File: config.mk
export PLATFORM = sky130hd
export DESIGN_NAME = ilbd_inband_loop_detector
export DESIGN_NICKNAME = d
export VERILOG_FILES = /design/src/common/ilbd_pkg.sv /design/src/design/ilbd_code_matcher.sv /design/src/design/ilbd_inband_loop_detector.sv /design/src/design/ilbd_period_timer.sv
export SDC_FILE = /design/constraint.sdc
export NUM_CORES = 1
export LEC_CHECK = 0
export BUFFER_PORTS_ARGS = -buffer_cell sky130_fd_sc_hd__buf_2
export CORE_UTILIZATION = 40
export CTS_CLUSTER_SIZE = 12
export DETAILED_ROUTE_END_ITERATION = 6
export PLACE_DENSITY_LB_ADDON = 0.15
export SLEW_MARGIN = 15
export SYNTH_ARGS = -nofsm -noshare
export SYNTH_HDL_FRONTEND = slang
export SYNTH_SLANG_ARGS = --single-unit
File: constraint.sdc
create_clock -name core_clk -period 2.5 [get_ports core_clk]
set_input_delay 0.5 -clock core_clk [delete_from_list [all_inputs] [get_ports core_clk]]
set_output_delay 0.5 -clock core_clk [all_outputs]
set_load 0.005 [all_outputs]
File: src/common/ilbd_pkg.sv
// Purpose: Shared constants and types of the inband loop code detector.
// Assumes: One core clock; received line bits arrive as qualified samples.
// Notes:   Register byte address is four times the register index.

package ilbd_pkg;

  // ************************************************************
  // Bus geometry
  // ************************************************************
  localparam int unsigned ADDR_W = 12;
  localparam int unsigned DATA_W = 32;
  localparam logic [1:0]  RESP_OKAY   = 2'h0;
  localparam logic [1:0]  RESP_SLVERR = 2'h2;

  // ************************************************************
  // Register indices and byte addresses
  // ************************************************************
  localparam logic [7:0] IDX_CONFIG    = 8'h76;
  localparam logic [7:0] IDX_STATUS    = 8'h77;
  localparam logic [7:0] IDX_UP_PAT    = 8'h78;
  localparam logic [7:0] IDX_DOWN_PAT  = 8'h79;
  localparam logic [7:0] IDX_IRQ_EN    = 8'h7A;
  localparam logic [7:0] IDX_IRQ_FLAGS = 8'h7B;
  localparam logic [ADDR_W-1:0] ADDR_CONFIG    = ADDR_W'({IDX_CONFIG, 2'h0});
  localparam logic [ADDR_W-1:0] ADDR_STATUS    = ADDR_W'({IDX_STATUS, 2'h0});
  localparam logic [ADDR_W-1:0] ADDR_UP_PAT    = ADDR_W'({IDX_UP_PAT, 2'h0});
  localparam logic [ADDR_W-1:0] ADDR_DOWN_PAT  = ADDR_W'({IDX_DOWN_PAT, 2'h0});
  localparam logic [ADDR_W-1:0] ADDR_IRQ_EN    = ADDR_W'({IDX_IRQ_EN, 2'h0});
  localparam logic [ADDR_W-1:0] ADDR_IRQ_FLAGS = ADDR_W'({IDX_IRQ_FLAGS, 2'h0});

  // ************************************************************
  // Field positions and reset values
  // ************************************************************
  localparam int unsigned CFG_UP_SEL_LSB   = 0;
  localparam int unsigned CFG_DOWN_SEL_LSB = 2;
  localparam int unsigned CFG_SKIP_BIT     = 4;
  localparam int unsigned UP_BIT           = 1;
  localparam int unsigned DOWN_BIT         = 0;
  localparam logic [4:0] CONFIG_RST   = 5'h04;
  localparam logic [7:0] UP_PAT_RST   = 8'h08;
  localparam logic [7:0] DOWN_PAT_RST = 8'h24;
  localparam logic [1:0] IRQ_EN_RST   = 2'h0;
  localparam logic [1:0] FLAGS_RST    = 2'h0;

  // ************************************************************
  // Timing and thresholds
  // ************************************************************
  localparam real         PERIOD_MS        = 39.8;
  localparam real         LINE_RATE_HZ     = 1544000.0;
  localparam int unsigned PERIOD_BITS_DFLT = int'($floor(PERIOD_MS * LINE_RATE_HZ / 1000.0));
  localparam int unsigned ERR_W            = 10;
  localparam int unsigned GOOD_W           = 7;
  localparam logic [ERR_W-1:0]  MISMATCH_LIMIT = 10'h258;
  localparam logic [ERR_W-1:0]  ERR_MAX        = 10'h3FF;
  localparam logic [GOOD_W-1:0] GOOD_PERIODS   = 7'h7E;
  localparam logic [GOOD_W-1:0] GOOD_MAX       = 7'h7F;

  // ************************************************************
  // Types
  // ************************************************************
  typedef struct packed {
    logic valid;
    logic data;
    logic frameBit;
  } ilbd_line_t;

  typedef struct packed {
    logic [7:0] pattern;
    logic [1:0] lenSel;
  } ilbd_pat_cfg_t;

  typedef enum logic {DET_LOST, DET_FOUND} ilbd_det_state_t;

endpackage : ilbd_pkg

File: src/design/ilbd_code_matcher.sv
// Purpose: Compares the line against one repeating code and tracks presence.
// Assumes: periodEnd pulses once per period from the shared timer.
// Notes:   A lossy period slips the phase by one bit to hunt alignment.

module ilbd_code_matcher (
  input  wire logic                   core_clk,
  input  wire logic                   resetn,
  input  wire ilbd_pkg::ilbd_line_t    line,
  input  wire ilbd_pkg::ilbd_pat_cfg_t cfg,
  input  wire logic                   framingBitSkip,
  input  wire logic                   periodEnd,
  output logic                        found,
  output logic                        foundChange
);
  import ilbd_pkg::*;

  logic [2:0]        phase;
  logic [ERR_W-1:0]  errCnt;
  logic [GOOD_W-1:0] goodCnt;
  ilbd_det_state_t   state;
  ilbd_det_state_t   next_state;

  // Length select picks the last used pattern bit: 5, 6, 7 or 8 bits.
  wire [2:0] lastPhase  = 3'(3'h4 + {1'b0, cfg.lenSel});
  wire       expectBit  = cfg.pattern[3'h7 - phase];
  wire       wrapPhase  = (phase >= lastPhase);
  wire [2:0] stepPhase  = wrapPhase ? 3'h0 : phase + 3'h1;
  wire       step       = line.valid && !(line.frameBit && framingBitSkip);
  wire       countBit   = step && !line.frameBit && (line.data != expectBit);
  wire       periodBad  = errCnt > MISMATCH_LIMIT;
  wire       periodGood = errCnt < MISMATCH_LIMIT;
  wire       slip       = periodEnd && periodBad;

  // Presence decision at each period boundary.
  always_comb
  begin
    next_state = state;
    if (periodEnd && periodBad)
    begin
      next_state = DET_LOST;
    end
    else if (periodEnd && periodGood && (goodCnt >= GOOD_PERIODS))
    begin
      next_state = DET_FOUND;
    end
  end

  assign found = (state == DET_FOUND);

  // Phase, mismatch count and good-period run, one set per code.
  always_ff @(posedge core_clk or negedge resetn)
  begin
    if (!resetn)
    begin
      phase       <= 3'h0;
      errCnt      <= '0;
      goodCnt     <= '0;
      state       <= DET_LOST;
      foundChange <= 1'b0;
    end
    else
    begin
      state       <= next_state;
      foundChange <= (next_state != state);
      if (slip)
      begin
        phase <= step ? phase : stepPhase;
      end
      else if (step)
      begin
        phase <= stepPhase;
      end
      if (periodEnd)
      begin
        errCnt  <= ERR_W'(countBit);
        goodCnt <= !periodGood ? '0 : ((goodCnt == GOOD_MAX) ? goodCnt : goodCnt + 1'b1);
      end
      else if (errCnt != ERR_MAX)
      begin
        errCnt <= errCnt + ERR_W'(countBit);
      end
    end
  end
endmodule : ilbd_code_matcher

File: src/design/ilbd_inband_loop_detector.sv
// Purpose: Inband loop-up and loop-down code detector with AXI4-Lite registers.
// Assumes: Received line bits are synchronous to core_clk, one per valid cycle.
// Notes:   Change flags clear by writing one or by reading the flag register.
//
// Operation
// Loop-up length select sets code length 5,6/3,7,8/4 and used pattern bits.
// Loop-down length select uses the same encoding on the loop-down pattern.
// Loop-up found clears when over 600 mismatches occur in one period.
// Loop-up found sets after over 126 consecutive periods under 600 mismatches.
// Loop-down found clears when over 600 mismatches occur in one period.
// Loop-down found sets after over 126 consecutive periods under 600 mismatches.
// Loop-up pattern bit 7 is compared first; unused low bits ignored.
// Loop-down pattern bit 7 is compared first; unused low bits ignored.
// Framing bit compared but discarded when skip is 0, skipped when 1.
// Each change flag reaches the interrupt only when its enable is 1.
// Loop-up change flag sets on any found transition; write one clears.
// Loop-down change flag sets on any found transition; write one clears.
// Period timed in line bits; mismatch count restarts; runs kept per code.
// Interrupt stays high while any enabled flag is set, then releases.

module ilbd_inband_loop_detector #(
  parameter int unsigned PERIOD_BITS = ilbd_pkg::PERIOD_BITS_DFLT
) (
  input  wire logic                        core_clk,
  input  wire logic                        resetn,
  // AXI4-Lite slave.
  input  wire logic [ilbd_pkg::ADDR_W-1:0] awaddr,
  input  wire logic                        awvalid,
  output logic                             awready,
  input  wire logic [ilbd_pkg::DATA_W-1:0] wdata,
  input  wire logic [3:0]                  wstrb,
  input  wire logic                        wvalid,
  output logic                             wready,
  output logic [1:0]                       bresp,
  output logic                             bvalid,
  input  wire logic                        bready,
  input  wire logic [ilbd_pkg::ADDR_W-1:0] araddr,
  input  wire logic                        arvalid,
  output logic                             arready,
  output logic [ilbd_pkg::DATA_W-1:0]      rdata,
  output logic [1:0]                       rresp,
  output logic                             rvalid,
  input  wire logic                        rready,
  // Received line and interrupt.
  input  wire ilbd_pkg::ilbd_line_t         rxLine,
  output logic                             irq
);
  import ilbd_pkg::*;

  // ************************************************************
  // Register state
  // ************************************************************
  logic [4:0]        cfgReg;
  logic [7:0]        upPattern;
  logic [7:0]        downPattern;
  logic [1:0]        irqEnable;
  logic [1:0]        flags;
  logic [1:0]        next_flags;
  logic [1:0]        next_irqEnable;

  // Write channel holding state.
  logic              awHeld;
  logic              wHeld;
  logic [ADDR_W-1:0] awAddrHeld;
  logic [7:0]        wByteHeld;
  logic              wLane0Held;

  // Detector outputs.
  logic              periodEnd;
  logic              upFound;
  logic              downFound;
  logic              upChange;
  logic              downChange;

  // ************************************************************
  // Detection datapath
  // ************************************************************

  // Configuration fields feeding the two matchers.
  wire [1:0]     upLenSel       = cfgReg[CFG_UP_SEL_LSB +: 2];
  wire [1:0]     downLenSel     = cfgReg[CFG_DOWN_SEL_LSB +: 2];
  wire           framingBitSkip = cfgReg[CFG_SKIP_BIT];
  ilbd_pat_cfg_t upCfg;
  ilbd_pat_cfg_t downCfg;
  assign upCfg   = '{pattern: upPattern, lenSel: upLenSel};
  assign downCfg = '{pattern: downPattern, lenSel: downLenSel};

  // One period timer shared by both codes.
  ilbd_period_timer #(
    .PERIOD_BITS (PERIOD_BITS)
  ) u_timer (
    .core_clk  (core_clk),
    .resetn    (resetn),
    .line      (rxLine),
    .periodEnd (periodEnd)
  );

  // Loop-up code matcher.
  ilbd_code_matcher u_up (
    .core_clk       (core_clk),
    .resetn         (resetn),
    .line           (rxLine),
    .cfg            (upCfg),
    .framingBitSkip (framingBitSkip),
    .periodEnd      (periodEnd),
    .found          (upFound),
    .foundChange    (upChange)
  );

  // Loop-down code matcher.
  ilbd_code_matcher u_down (
    .core_clk       (core_clk),
    .resetn         (resetn),
    .line           (rxLine),
    .cfg            (downCfg),
    .framingBitSkip (framingBitSkip),
    .periodEnd      (periodEnd),
    .found          (downFound),
    .foundChange    (downChange)
  );

  // ************************************************************
  // AXI4-Lite write path
  // ************************************************************

  // Address and data are taken independently; the write happens once both are held.
  assign awready = !awHeld;
  assign wready  = !wHeld;
  wire awTake  = awvalid && awready;
  wire wTake   = wvalid && wready;
  wire doWrite = awHeld && wHeld && !bvalid;

  // Write address decode.
  wire wrCfg      = doWrite && wLane0Held && (awAddrHeld == ADDR_CONFIG);
  wire wrUpPat    = doWrite && wLane0Held && (awAddrHeld == ADDR_UP_PAT);
  wire wrDownPat  = doWrite && wLane0Held && (awAddrHeld == ADDR_DOWN_PAT);
  wire wrIrqEn    = doWrite && wLane0Held && (awAddrHeld == ADDR_IRQ_EN);
  wire wrFlags    = doWrite && wLane0Held && (awAddrHeld == ADDR_IRQ_FLAGS);
  wire wrMapped   = (awAddrHeld == ADDR_CONFIG) || (awAddrHeld == ADDR_STATUS) ||
                    (awAddrHeld == ADDR_UP_PAT) || (awAddrHeld == ADDR_DOWN_PAT) ||
                    (awAddrHeld == ADDR_IRQ_EN) || (awAddrHeld == ADDR_IRQ_FLAGS);
  wire [1:0] w1cMask = wrFlags ? {wByteHeld[UP_BIT], wByteHeld[DOWN_BIT]} : 2'h0;

  // Channel capture and write response.
  always_ff @(posedge core_clk or negedge resetn)
  begin
    if (!resetn)
    begin
      awHeld     <= 1'b0;
      wHeld      <= 1'b0;
      awAddrHeld <= '0;
      wByteHeld  <= 8'h00;
      wLane0Held <= 1'b0;
      bvalid     <= 1'b0;
      bresp      <= RESP_OKAY;
    end
    else
    begin
      if (awTake)
      begin
        awHeld     <= 1'b1;
        awAddrHeld <= awaddr;
      end
      else if (doWrite)
      begin
        awHeld <= 1'b0;
      end
      if (wTake)
      begin
        wHeld      <= 1'b1;
        wByteHeld  <= wdata[7:0];
        wLane0Held <= wstrb[0];
      end
      else if (doWrite)
      begin
        wHeld <= 1'b0;
      end
      if (doWrite)
      begin
        bvalid <= 1'b1;
        bresp  <= wrMapped ? RESP_OKAY : RESP_SLVERR;
      end
      else if (bready)
      begin
        bvalid <= 1'b0;
      end
    end
  end

  // ************************************************************
  // AXI4-Lite read path
  // ************************************************************

  // Read address decode and data selection.
  assign arready = !rvalid;
  wire       arTake    = arvalid && arready;
  wire       rdFlags   = arTake && (araddr == ADDR_IRQ_FLAGS);
  wire [7:0] statusVal = 8'({upFound, downFound});
  wire [7:0] flagsVal  = 8'(flags);
  wire       rdMapped  = (araddr == ADDR_CONFIG) || (araddr == ADDR_STATUS) ||
                         (araddr == ADDR_UP_PAT) || (araddr == ADDR_DOWN_PAT) ||
                         (araddr == ADDR_IRQ_EN) || (araddr == ADDR_IRQ_FLAGS);
  wire [7:0] rdByte    = (araddr == ADDR_CONFIG)   ? 8'(cfgReg) :
                         (araddr == ADDR_STATUS)   ? statusVal :
                         (araddr == ADDR_UP_PAT)   ? upPattern :
                         (araddr == ADDR_DOWN_PAT) ? downPattern :
                         (araddr == ADDR_IRQ_EN)   ? 8'(irqEnable) :
                         (araddr == ADDR_IRQ_FLAGS) ? flagsVal : 8'h00;

  // Read data is captured when the address is taken.
  always_ff @(posedge core_clk or negedge resetn)
  begin
    if (!resetn)
    begin
      rvalid <= 1'b0;
      rdata  <= '0;
      rresp  <= RESP_OKAY;
    end
    else if (arTake)
    begin
      rvalid <= 1'b1;
      rdata  <= DATA_W'(rdByte);
      rresp  <= rdMapped ? RESP_OKAY : RESP_SLVERR;
    end
    else if (rready)
    begin
      rvalid <= 1'b0;
    end
  end

  // ************************************************************
  // Control registers, flags and interrupt
  // ************************************************************

  // A change sets its flag even in the cycle of a clear; reads of the flag register clear all flags.
  assign next_flags[UP_BIT]   = upChange ||
                                (flags[UP_BIT] && !w1cMask[UP_BIT] && !rdFlags);
  assign next_flags[DOWN_BIT] = downChange ||
                                (flags[DOWN_BIT] && !w1cMask[DOWN_BIT] && !rdFlags);
  assign next_irqEnable = wrIrqEn ? {wByteHeld[UP_BIT], wByteHeld[DOWN_BIT]} : irqEnable;

  // Software registers and the registered interrupt level.
  always_ff @(posedge core_clk or negedge resetn)
  begin
    if (!resetn)
    begin
      cfgReg      <= CONFIG_RST;
      upPattern   <= UP_PAT_RST;
      downPattern <= DOWN_PAT_RST;
      irqEnable   <= IRQ_EN_RST;
      flags       <= FLAGS_RST;
      irq         <= 1'b0;
    end
    else
    begin
      flags     <= next_flags;
      irqEnable <= next_irqEnable;
      irq       <= |(next_flags & next_irqEnable);
      if (wrCfg)
      begin
        cfgReg <= wByteHeld[4:0];
      end
      if (wrUpPat)
      begin
        upPattern <= wByteHeld;
      end
      if (wrDownPat)
      begin
        downPattern <= wByteHeld;
      end
    end
  end
endmodule : ilbd_inband_loop_detector

File: src/design/ilbd_period_timer.sv
// Purpose: Marks the end of each fixed measurement period.
// Assumes: One line bit per cycle at most, flagged by valid.
// Notes:   The end pulse comes one cycle after the period's last bit.

module ilbd_period_timer #(
  parameter int unsigned PERIOD_BITS = ilbd_pkg::PERIOD_BITS_DFLT
) (
  input  wire logic                core_clk,
  input  wire logic                resetn,
  input  wire ilbd_pkg::ilbd_line_t line,
  output logic                     periodEnd
);
  import ilbd_pkg::*;

  localparam int unsigned     CW   = $clog2(PERIOD_BITS);
  localparam logic [CW-1:0]   LAST = CW'(PERIOD_BITS - 1);

  logic [CW-1:0] bitCount;
  wire           atLast = line.valid && (bitCount == LAST);

  // Count received line bits and wrap at the period length.
  always_ff @(posedge core_clk or negedge resetn)
  begin
    if (!resetn)
    begin
      bitCount  <= '0;
      periodEnd <= 1'b0;
    end
    else
    begin
      periodEnd <= atLast;
      if (line.valid)
      begin
        bitCount <= atLast ? '0 : bitCount + 1'b1;
      end
    end
  end

endmodule : ilbd_period_timer

======== After elaboration in Yosys (flattened, before gate mapping) ========
Cells that the tools add are included.
storage, ports and cells
  flip-flop bits (word level) ............. 124
  latch bits .............................. 0
  memory bits (writable) .................. 0
  bits in read-only memories .............. 0
  bits of input ports ..................... 70
  output and inout bits ................... 42
  logic and storage cells ................. 179
  memories kept ........................... 0
operators by class
  add/sub/neg operators ................... 11
  multipliers ............................. 0
  div/mod/pow operators ................... 0
  $lt $le $gt $ge ......................... 10
  eq/ne operators ......................... 25
  shifts and indexed selects .............. 0
  muxes and demuxes ....................... 42
  bitwise logic cells ..................... 1
  reductions and logical operators ........ 62
operators by type and width
  operator                                                                       number
  12-bit by 9-bit equality test with 1-bit output (second input constant)        12
  10-bit 2-to-1 mux                                                              4
  8-bit 2-to-1 mux                                                               4
  1-bit logical AND                                                              28
  7-bit 2-to-1 mux                                                               4
  3-bit 2-to-1 mux                                                               8
  10-bit by 1-bit adder with 10-bit output                                       2
  10-bit > comparator (second input constant)                                    2
  10-bit less-than comparator (second input constant)                            2
  10-bit != test (second input constant)                                         2
  16-bit by 1-bit adder with 16-bit output (second input constant)               1
  16-bit equality test (second input constant)                                   1
  16-bit 2-to-1 mux                                                              1
  2-bit nonzero test                                                             8
  7-bit by 1-bit adder with 7-bit output (second input constant)                 2
  7-bit equality test (second input constant)                                    2
  7-bit >= comparator (second input constant)                                    2
  1-bit 2-to-1 mux                                                               13
  1-bit logical OR                                                               12
  2-bit 2-to-1 mux                                                               6
  1-bit zero test                                                                9
  3-bit by 4-bit less-than comparator with 1-bit output (second input constant)  2
  2-bit != test (second input constant)                                          4
  2-bit AND reduction                                                            4
  other kinds (8)                                                                16

======== Longest topological paths before layout ========
Gate-level depths: netlist (run 1).
  depth in word-level cells ............... 11
  mapped depth ............................ 10
  depth with buffers taken out ............ 10

======== Cells and area by module ========
A second synthesis (run 1) with hierarchy kept.
unflattened totals
  cells, all modules ...................... 606
  area total of the unflattened synthesis .. 6563.8 um^2
by module, submodules not included
  module                     instances  cells an instance  area an instance (um^2)  seq. area each (um^2)
  ilbd_code_matcher          2          155                1442.6                   550.5
  ilbd_inband_loop_detector  1          219                2855.2                   1531.5
  ilbd_period_timer          1          77                 823.3                    425.4

======== Worst setup path before layout (run 1) ========
No wires, ideal clock.
  kind .................................... register to register
  start ................................... register u_up.phase[0]
  end ..................................... register u_up.errCnt[6]
  setup time .............................. 0.132 ns
  data arrival time ....................... 2.292 ns
  data required time ...................... 2.368 ns
  setup slack ............................. 0.076 ns
  stages on the path, launching flop included .. 11
  path buffers ............................ 0
  period minus slack after synthesis ...... 2.424 ns
  path through ............................ dfrtp_1 -> mux4_2 -> mux2i_1 -> xnor2_1 -> and2_1 -> ha_1 -> ha_1 -> nand2_1 -> nor4b_1 -> xnor2_1 -> nor2_1
on the way
  cells in the longest elaborated chain, start to end .. 8
RTL lines
  what                                       RTL line                 text
  start, declared                            ilbd_code_matcher.sv:17  logic [2:0] phase;
  start signal, assigned                     ilbd_code_matcher.sv:67  phase <= step ? phase : stepPhase;
  start signal, assigned                     ilbd_code_matcher.sv:71  phase <= stepPhase;
  3-bit subtractor                           ilbd_code_matcher.sv:25  wire expectBit = cfg.pattern[3'h7 - phase];
  1-bit binary-select mux with 3-bit select  ilbd_code_matcher.sv:25
  1-bit 2-to-1 mux (implied by the code)     ilbd_code_matcher.sv:25
  1-bit != test                              ilbd_code_matcher.sv:29  wire countBit = step && !line.frameBit && (line.data != expectBit);
  1-bit logical AND                          ilbd_code_matcher.sv:29
  10-bit by 1-bit adder with 10-bit output   ilbd_code_matcher.sv:80  errCnt <= errCnt + ERR_W'(countBit);
  10-bit 2-to-1 mux                          ilbd_code_matcher.sv:78  else if (errCnt != ERR_MAX)
  10-bit 2-to-1 mux                          ilbd_code_matcher.sv:73  if (periodEnd)
  end signal, assigned                       ilbd_code_matcher.sv:75  errCnt <= ERR_W'(countBit);
  end signal, assigned                       ilbd_code_matcher.sv:80
  end, declared                              ilbd_code_matcher.sv:18  logic [ERR_W-1:0] errCnt;
Every way passes these cells. The select of a mux whose other input is x is not followed.
A chain may end at the register's enable or synchronous reset.

======== Worst setup path after layout (run 1) ========
  start ................................... register u_up.phase[0]
  end ..................................... register u_up.errCnt[3]
The elaborated chain is that of the path after synthesis.

==> metrics.md, run 1 <==
| Metric | Value |
|---|---|
| Status | finished clean |
| CP max FO | 4 |
| Async SR Flop Fraction | 100.0% |
| Clock Pin Slew Worst Setup and Hold Paths | ~0.060 ns |
| PortBufs | 58 |
| Vias | about 4,500 |
| Type of the most critical hold path | input pin to async pin |
| Die Y | roughly 130 um |
| Crit path depth | 9 |
| I/O pin cnt | between 100 and 150 |
| Vias in the first global route | roughly 4,400 |
| CP required | 2.85 ns |
| CTS buffer count | 17 |
| 1st-iter DRT viols | 232 |
| Final #Nets | approximately 750 |
| Unrepaired setup endpoints after global routing | true |
| Clk Latency, worst-skew pair | around 0.42 ns |
| Post-DR wirelength/cell | roughly 15 um |
| First-pass GRT wire length | approximately 22,000 um |
| CP startpoint kind | flop |
| Sink Count | ~120 |
| Syn Std Cell Area | around 6200 um^2 |
| First-pass iteration count of the detailed router | 4 |
| CP endpoint kind | flop |
| Clock root buffer | clkbuf_16 |
| Power Dens Cells | 867.3 nW/um^2 |
| Fmax achieved | ~0.42 GHz |
| Crit path max-delay family | multiplexers |
| Num rows | 45 |
| DP Worst Slack | -0.07527 ns |
| Crit path arrival time | around 2.8 ns |
| H-tree depth | 4 |
| Pin count of the biggest net entering global routing | 36 |
| Hold violation count in the final report | 0 |
| Slew Limit Fails | 0 |
| Worst vdd ir | approximately 540 uV |
| Initial antenna violation count | 0 |
| CP max stage delay | ~0.52 ns |
| Part of the Yosys area used for sequential elements | between 40% and 50% |
| # diodes | 0 |
| CTS tree | done |
| DRC viols | 0 |
| Yosys synthesis warning count | 0 |
| Area of the die | about 16,000 um^2 |
| Final setup viols | 0 |
| All-Layer GR Usage | between 15 and 20% |
| Tightest Pin Transition | around 0.56 ns |
| Drt total wl | 13,100 um |
| Die Span X | 126.7 um |
| Syn-to-layout area delta | 20.80% |
| Clock Path Buffers | 2 |
| Distinct cells, synth | slightly above 60 |
| Post-route minimum period | approximately 2.4 ns |
| Area leader, netlist | dfrtp_1 |
| Clock Skews | approximately 0.0083 ns |
| Top cells by count, synth | dfrtp_1, mux2_1, nor2_1 |
| Layout cells sized above 1 | 21.93% |
| Final TNS setup | 0 ns |
| Count leader, synth | dfrtp_1 |
| Post-synth top area share | around 47% |
| Initial Util | 40.95% |
| Critical-path cell list | mux4_2 -> mux2i_2 -> xnor2_2 -> and2_4 -> buf_4 -> ha_1 -> nand3_2 -> or3_1 -> a21oi_2 |
| Dpl hpwl | about 9500 um |
| GPL Wtd Cong | 0.8034 |
| Top FF cell, synth | dfrtp_1 |
| Rel. slew slack | between 60% and 70% |
| Largest cells by area after synthesis | dfrtp_1, mux2_1, ha_1, buf_4, nor2_1 |
| Post-DRT Antenna Nets | 0 |
| Critical path class | flop to flop |
| Core area | between 15,000 and 20,000 um^2 |
| Final Cycle Share | a little over nine tenths |
| Max_cap viols | 0 |
| Vias per inst | ~5.2 |
| Buf+Inv Stages, Crit Path | 1 |
| Reg2reg path depth | 9 |
| Syn Area/Cell | 10.86 um^2 |
| Number of synthesized flops with an enable pin | 0 |
| Synthesized flop and latch total | around 120 |
| Setup ws final | about 0.099 ns |
| Critical path's slowest cell | mux4_2 |
| Syn Inst Count | 573 |
| P_leak | around 3.5 nW |
| GRT overflow | 0 |
| CTS Hold Bufs | 0 |
| Total power | around 0.0065 W |
==> where the power goes <==
part	switching, W	internal (W)	leakage, nW	total (W)
Combinational	0.000517	0.000567	1.61	0.00108
Clock	0.000924	0.00170	0.300	0.00263
Sequential	0.000440	0.00237	1.56	0.00281
Total	0.00188	0.00464	3.47	0.00652
==> flip-flops by register name (all words and copies together) (netlist names), 2 cells and up <==
name              count
awAddrHeld           12
cfgReg                5
downPattern           8
flags                 2
irqEnable             2
rdata                 8
u_down.errCnt        10
u_down.goodCnt        7
u_down.phase          3
u_timer.bitCount     16
u_up.errCnt          10
u_up.goodCnt          7
u_up.phase            3
upPattern             8
wByteHeld             8
==> kinds of logic (layout without fill, tap and decap cells) <==
group           Yosys count  after routing  synth area share (%)
compound gates           93             93                 9.729
simple gates            185            185                 15.84
flops                   122            122                 49.13
xor+xnor                 28             28                 4.241
other cells               1             26               0.06024
fa+ha+maj                17             17                 3.417
mux                      61             61                 11.90
buf+inv                  66            143                 5.688
==> cell type report <==
cell class | instances | area [um^2]
sequential | 122 | 3060
tap | 188 | 235.2
multi-input combinational | 410 | 2980
clock buffer | 19 | 442.9
fill | 1395 | 7682
clock inverter | 13 | 191.4
timing repair buffer | 86 | 515.5
inverter | 25 | 93.84
==> layer usage <==
metal / track usage, % / vias up / share of wire, %
li1: - / 2193 / -
met3: 4.513 / 14 / 3.4
met1: 24.88 / 2234 / 51
met5: 0 / - / 0
met4: 6.723 / 0 / 1.1
met2: 27.04 / 86 / 45
==> repair_timing <==
| action | in CTS | in global routing |
|---|---|---|
| pin swaps | 3 | 2 |
| setup buffers | 1 | 1 |
| resized for setup | 7 | 10 |
| endpoints found under the setup margin | 1 | 12 |
| gates cloned | 0 | 0 |
==> metrics by stage <==
stage	hold slack (ns)	util [%]	area, um^2	std cells
after floorplan	0.2044	-	6319	598
after global placement	0.4598	44.69	6794	829
after detailed placement	0.4602	44.69	6794	829
after CTS	0.05019	49.16	7473	862
after global routing	0.05614	49.46	7520	863
final	0.03075	49.46	7520	863
==> final timing paths <==
path	startpoint	endpoint	slack, ns
min in group core_clk	rready	rvalid$_DFFE_PN0P_	0.27
worst max-delay path	u_up.phase[0]$_DFFE_PN0P_	u_up.errCnt[3]$_DFFE_PN0P_	0.1
worst min register to register	rresp[1]$_DFFE_PN0P_	rresp[1]$_DFFE_PN0P_	0.46
worst max register to register	u_up.phase[0]$_DFFE_PN0P_	u_up.errCnt[3]$_DFFE_PN0P_	0.1
worst min-delay path	resetn	rresp[1]$_DFFE_PN0P_	0.03
max in group asynchronous	resetn	upPattern[3]$_DFFE_PN1P_	1.77
==> worst reg2reg max path, stage by stage, from the launching register on <==
cell and delay (ns):
dfrtp_2 0.40, mux4_2 0.52, mux2i_2 0.22, xnor2_2 0.15, and2_4 0.18, buf_4 0.10, ha_1 0.15, nand3_2 0.12
or3_1 0.35, a21oi_2 0.14
==> layout by cell type, fill, tap and decap left out, drive strengths merged, types with 4 or more instances in the layout <==
cell type / count
inv: 27
and2: 5
nor2b: 10
mux4: 6
nand2b: 5
dfrtp: 118
xnor2: 14
a21oi: 22
nand4: 14
o21ai: 26
a31oi: 7
a22o: 5
nand3: 20
ha: 17
dfstp: 4
o32ai: 4
nor4: 5
or3: 5
mux2: 44
buf: 86
nor4b: 4
clkinv: 4
and3: 12
a31o: 5
bufinv: 4
nor2: 40
clkbuf: 19
nand2: 37
mux2i: 11
xor2: 14
conb: 26
o21a: 4
nor3: 12
a41oi: 4
Note: power is estimated with default switching activity, not from simulation.
==> inputs of run 2 (changes only) <==
==> constraint.sdc (replaced) <==
create_clock -name core_clk -period 2.9 [get_ports core_clk]
set_input_delay 0.58 -clock core_clk [delete_from_list [all_inputs] [get_ports core_clk]]
set_output_delay 0.58 -clock core_clk [all_outputs]
set_load 0.005 [all_outputs]
==> metrics.md, run 2 (synthesis results as in run 1) <==
| Metric | Value |
|---|---|
| Status | finished clean |
| CP max FO | 4 |
| Final setup viols | 0 |
| CP startpoint kind | flop |
| Rel. slew slack | 40.06% |
| Die Y | roughly 130 um |
| Pin count of the biggest net entering global routing | between 50 and 60 |
| FILL cells | around 1,400 |
| Post-layout util | 47.90% |
| Power Dens Cells | ~750 nW/um^2 |
| Die Span X | 126.7 um |
| GRT overflow | 0 |
| Gate power share | around 16% |
| Critical path class | flop to flop |
| Drt total wl | roughly 13,000 um |
| Crit path arrival time | between 2 and 3 ns |
| # diodes | 0 |
| Slew Limit Fails | 0 |
| Type of the most critical hold path | input pin to async pin |
| Largest register by flop count | u_timer.bitCount |
| CP required | 3.19 ns |
| P_leak | about 3.4 nW |
| Top flop regs | u_timer.bitCount (16), awAddrHeld (12) |
| Power share of the clock group | 39.9% |
| Crit path depth | 10 |
| Fmax achieved | about 0.38 GHz |
| Most common cell after layout, fill and taps aside | dfrtp_1 |
| I/O pin cnt | about 110 |
| Final TNS setup | 0 ns |
| Final Cycle Share | about nine tenths |
| Num rows | between 40 and 50 |
| Clk Latency, worst-skew pair | between 0.4 and 0.5 ns |
| Post-DR wirelength/cell | roughly 15 um |
| Reg power frac | 44.2% |
| CP max stage delay | 0.54 ns |
| Buf+Inv Stages, Crit Path | 0 |
| Max reg flops | 16 |
| CP endpoint kind | flop |
| Vias per inst | 5.205 |
| Unrepaired setup endpoints after global routing | false |
| Sink Count | 122 |
| CTS buffer count | 17 |
| Sw Pwr | around 0.0016 W |
| Critical path's slowest cell | mux4_2 |
| First-pass iteration count of the detailed router | 4 |
| Commonest non-fill, non-tap cells in the layout | dfrtp_1, buf_2, mux2_1, nor2_1, nand2_1 |
| Vias | between 4,000 and 5,000 |
| Critical-path cell list | mux4_2 -> mux2i_1 -> xnor2_1 -> and2_1 -> ha_1 -> ha_1 -> nand2_1 -> nor4b_2 -> xnor2_1 -> nor2_1 |
| H-tree depth | 4 |
| Post-route minimum period | about 2.6 ns |
| CTS tree | done |
| Sw frac | approximately 29% |
| 1st-iter DRT viols | roughly 200 |
| First-pass GRT wire length | between 20,000 and 25,000 um |
| Tightest Pin Transition | around 0.89 ns |
| GPL Wtd Cong | about 0.82 |
| Area of the die | 16,060 um^2 |
| Initial antenna violation count | 0 |
| Clock Pin Slew Worst Setup and Hold Paths | around 0.05 ns |
| Final #Nets | 730 |
| Core area | between 15,000 and 20,000 um^2 |
| Post-cts resize count | 0 |
| Layout cells sized above 1 | 17.84% |
| Reg2reg path depth | 10 |
| Post-DRT Antenna Nets | 0 |
| Pint | about 0.0039 W |
| Clock Skews | 0.009467 ns |
| Clock root buffer | clkbuf_16 |
| Initial Util | between 40% and 50% |
| Crit path max-delay family | multiplexers |
| CTS Hold Bufs | 0 |
| Worst vdd ir | approximately 430 uV |
| DRC viols | 0 |
| Hold violation count in the final report | 0 |
| Setup repair bufs after CTS | 0 |
| Max_cap viols | 0 |
| All-Layer GR Usage | approximately 17% |
| Dpl hpwl | roughly 9300 um |
| Syn-to-layout area delta | 16.98% |
| Clock Path Buffers | 2 |
| Vias in the first global route | 4,379 |
| PortBufs | between 50 and 60 |
run 2: cell type report:
type                            instances  area [um^2]  area share [%]
Clock buffer                           19        442.9           6.082
Clock inverter                         13        166.4           2.285
Inverter                               25        93.84           1.289
Multi-Input combinational cell        410         2913           40.00
Sequential cell                       122         3058           41.99
Tap cell                              188        235.2           3.230
Timing Repair Buffer                   67        372.9           5.120
run 2: routing by layer:
metal / global-route usage, % / share of wire, % / up-vias / wire [um]
li1: - / - / 2150 / -
met1: 23.35 / 51 / 2180 / 6490
met2: 26.75 / 46 / 61 / 5897
met3: 3.627 / 2.6 / 2 / 330
met4: 6.933 / 0.38 / 0 / 49
met5: 0 / 0 / - / 0
run 2: through the flow:
step	total power (W)	instance area, um^2	worst slack, ns	cells	hold slack [ns]
global route	0.005733	7282	0.08018	844	0.1515
global placement	0.003236	6666	0.2030	812	0.4587
floorplan	0.002977	6319	0.4763	598	0.2844
finish	0.005430	7282	0.2715	844	0.1198
detailed placement	0.003304	6666	0.1474	812	0.4707
CTS	0.005502	7276	0.1317	844	0.1268
run 2: path summary, 6_finish.rpt:
| kind | slack, ns | from | endpoint |
|---|---|---|---|
| min in group core_clk | 0.36 | rready | rvalid$_DFFE_PN0P_ |
| worst max register to register | 0.27 | u_up.phase[0]$_DFFE_PN0P_ | u_up.errCnt[6]$_DFFE_PN0P_ |
| worst min register to register | 0.47 | u_up.found$_DFF_PN0_ | u_up.foundChange$_DFF_PN0_ |
| worst max-delay path | 0.27 | u_up.phase[0]$_DFFE_PN0P_ | u_up.errCnt[6]$_DFFE_PN0P_ |
| max in group asynchronous | 2.11 | resetn | downPattern[2]$_DFFE_PN1P_ |
| worst min-delay path | 0.12 | resetn | rresp[1]$_DFFE_PN0P_ |
run 2: power by group through the flow:
| stage | Combinational, W | Clock (W) | Sequential, W |
|---|---|---|---|
| 2_1_floorplan | 0.000663 | 0 | 0.00231 |
| 3_3_place_gp | 0.000830 | 0 | 0.00241 |
| 6_report | 0.000863 | 0.00217 | 0.00240 |
| 5_1_grt | 0.000993 | 0.00228 | 0.00246 |
| 4_1_cts | 0.000880 | 0.00222 | 0.00240 |
| 3_5_place_dp | 0.000876 | 0 | 0.00243 |
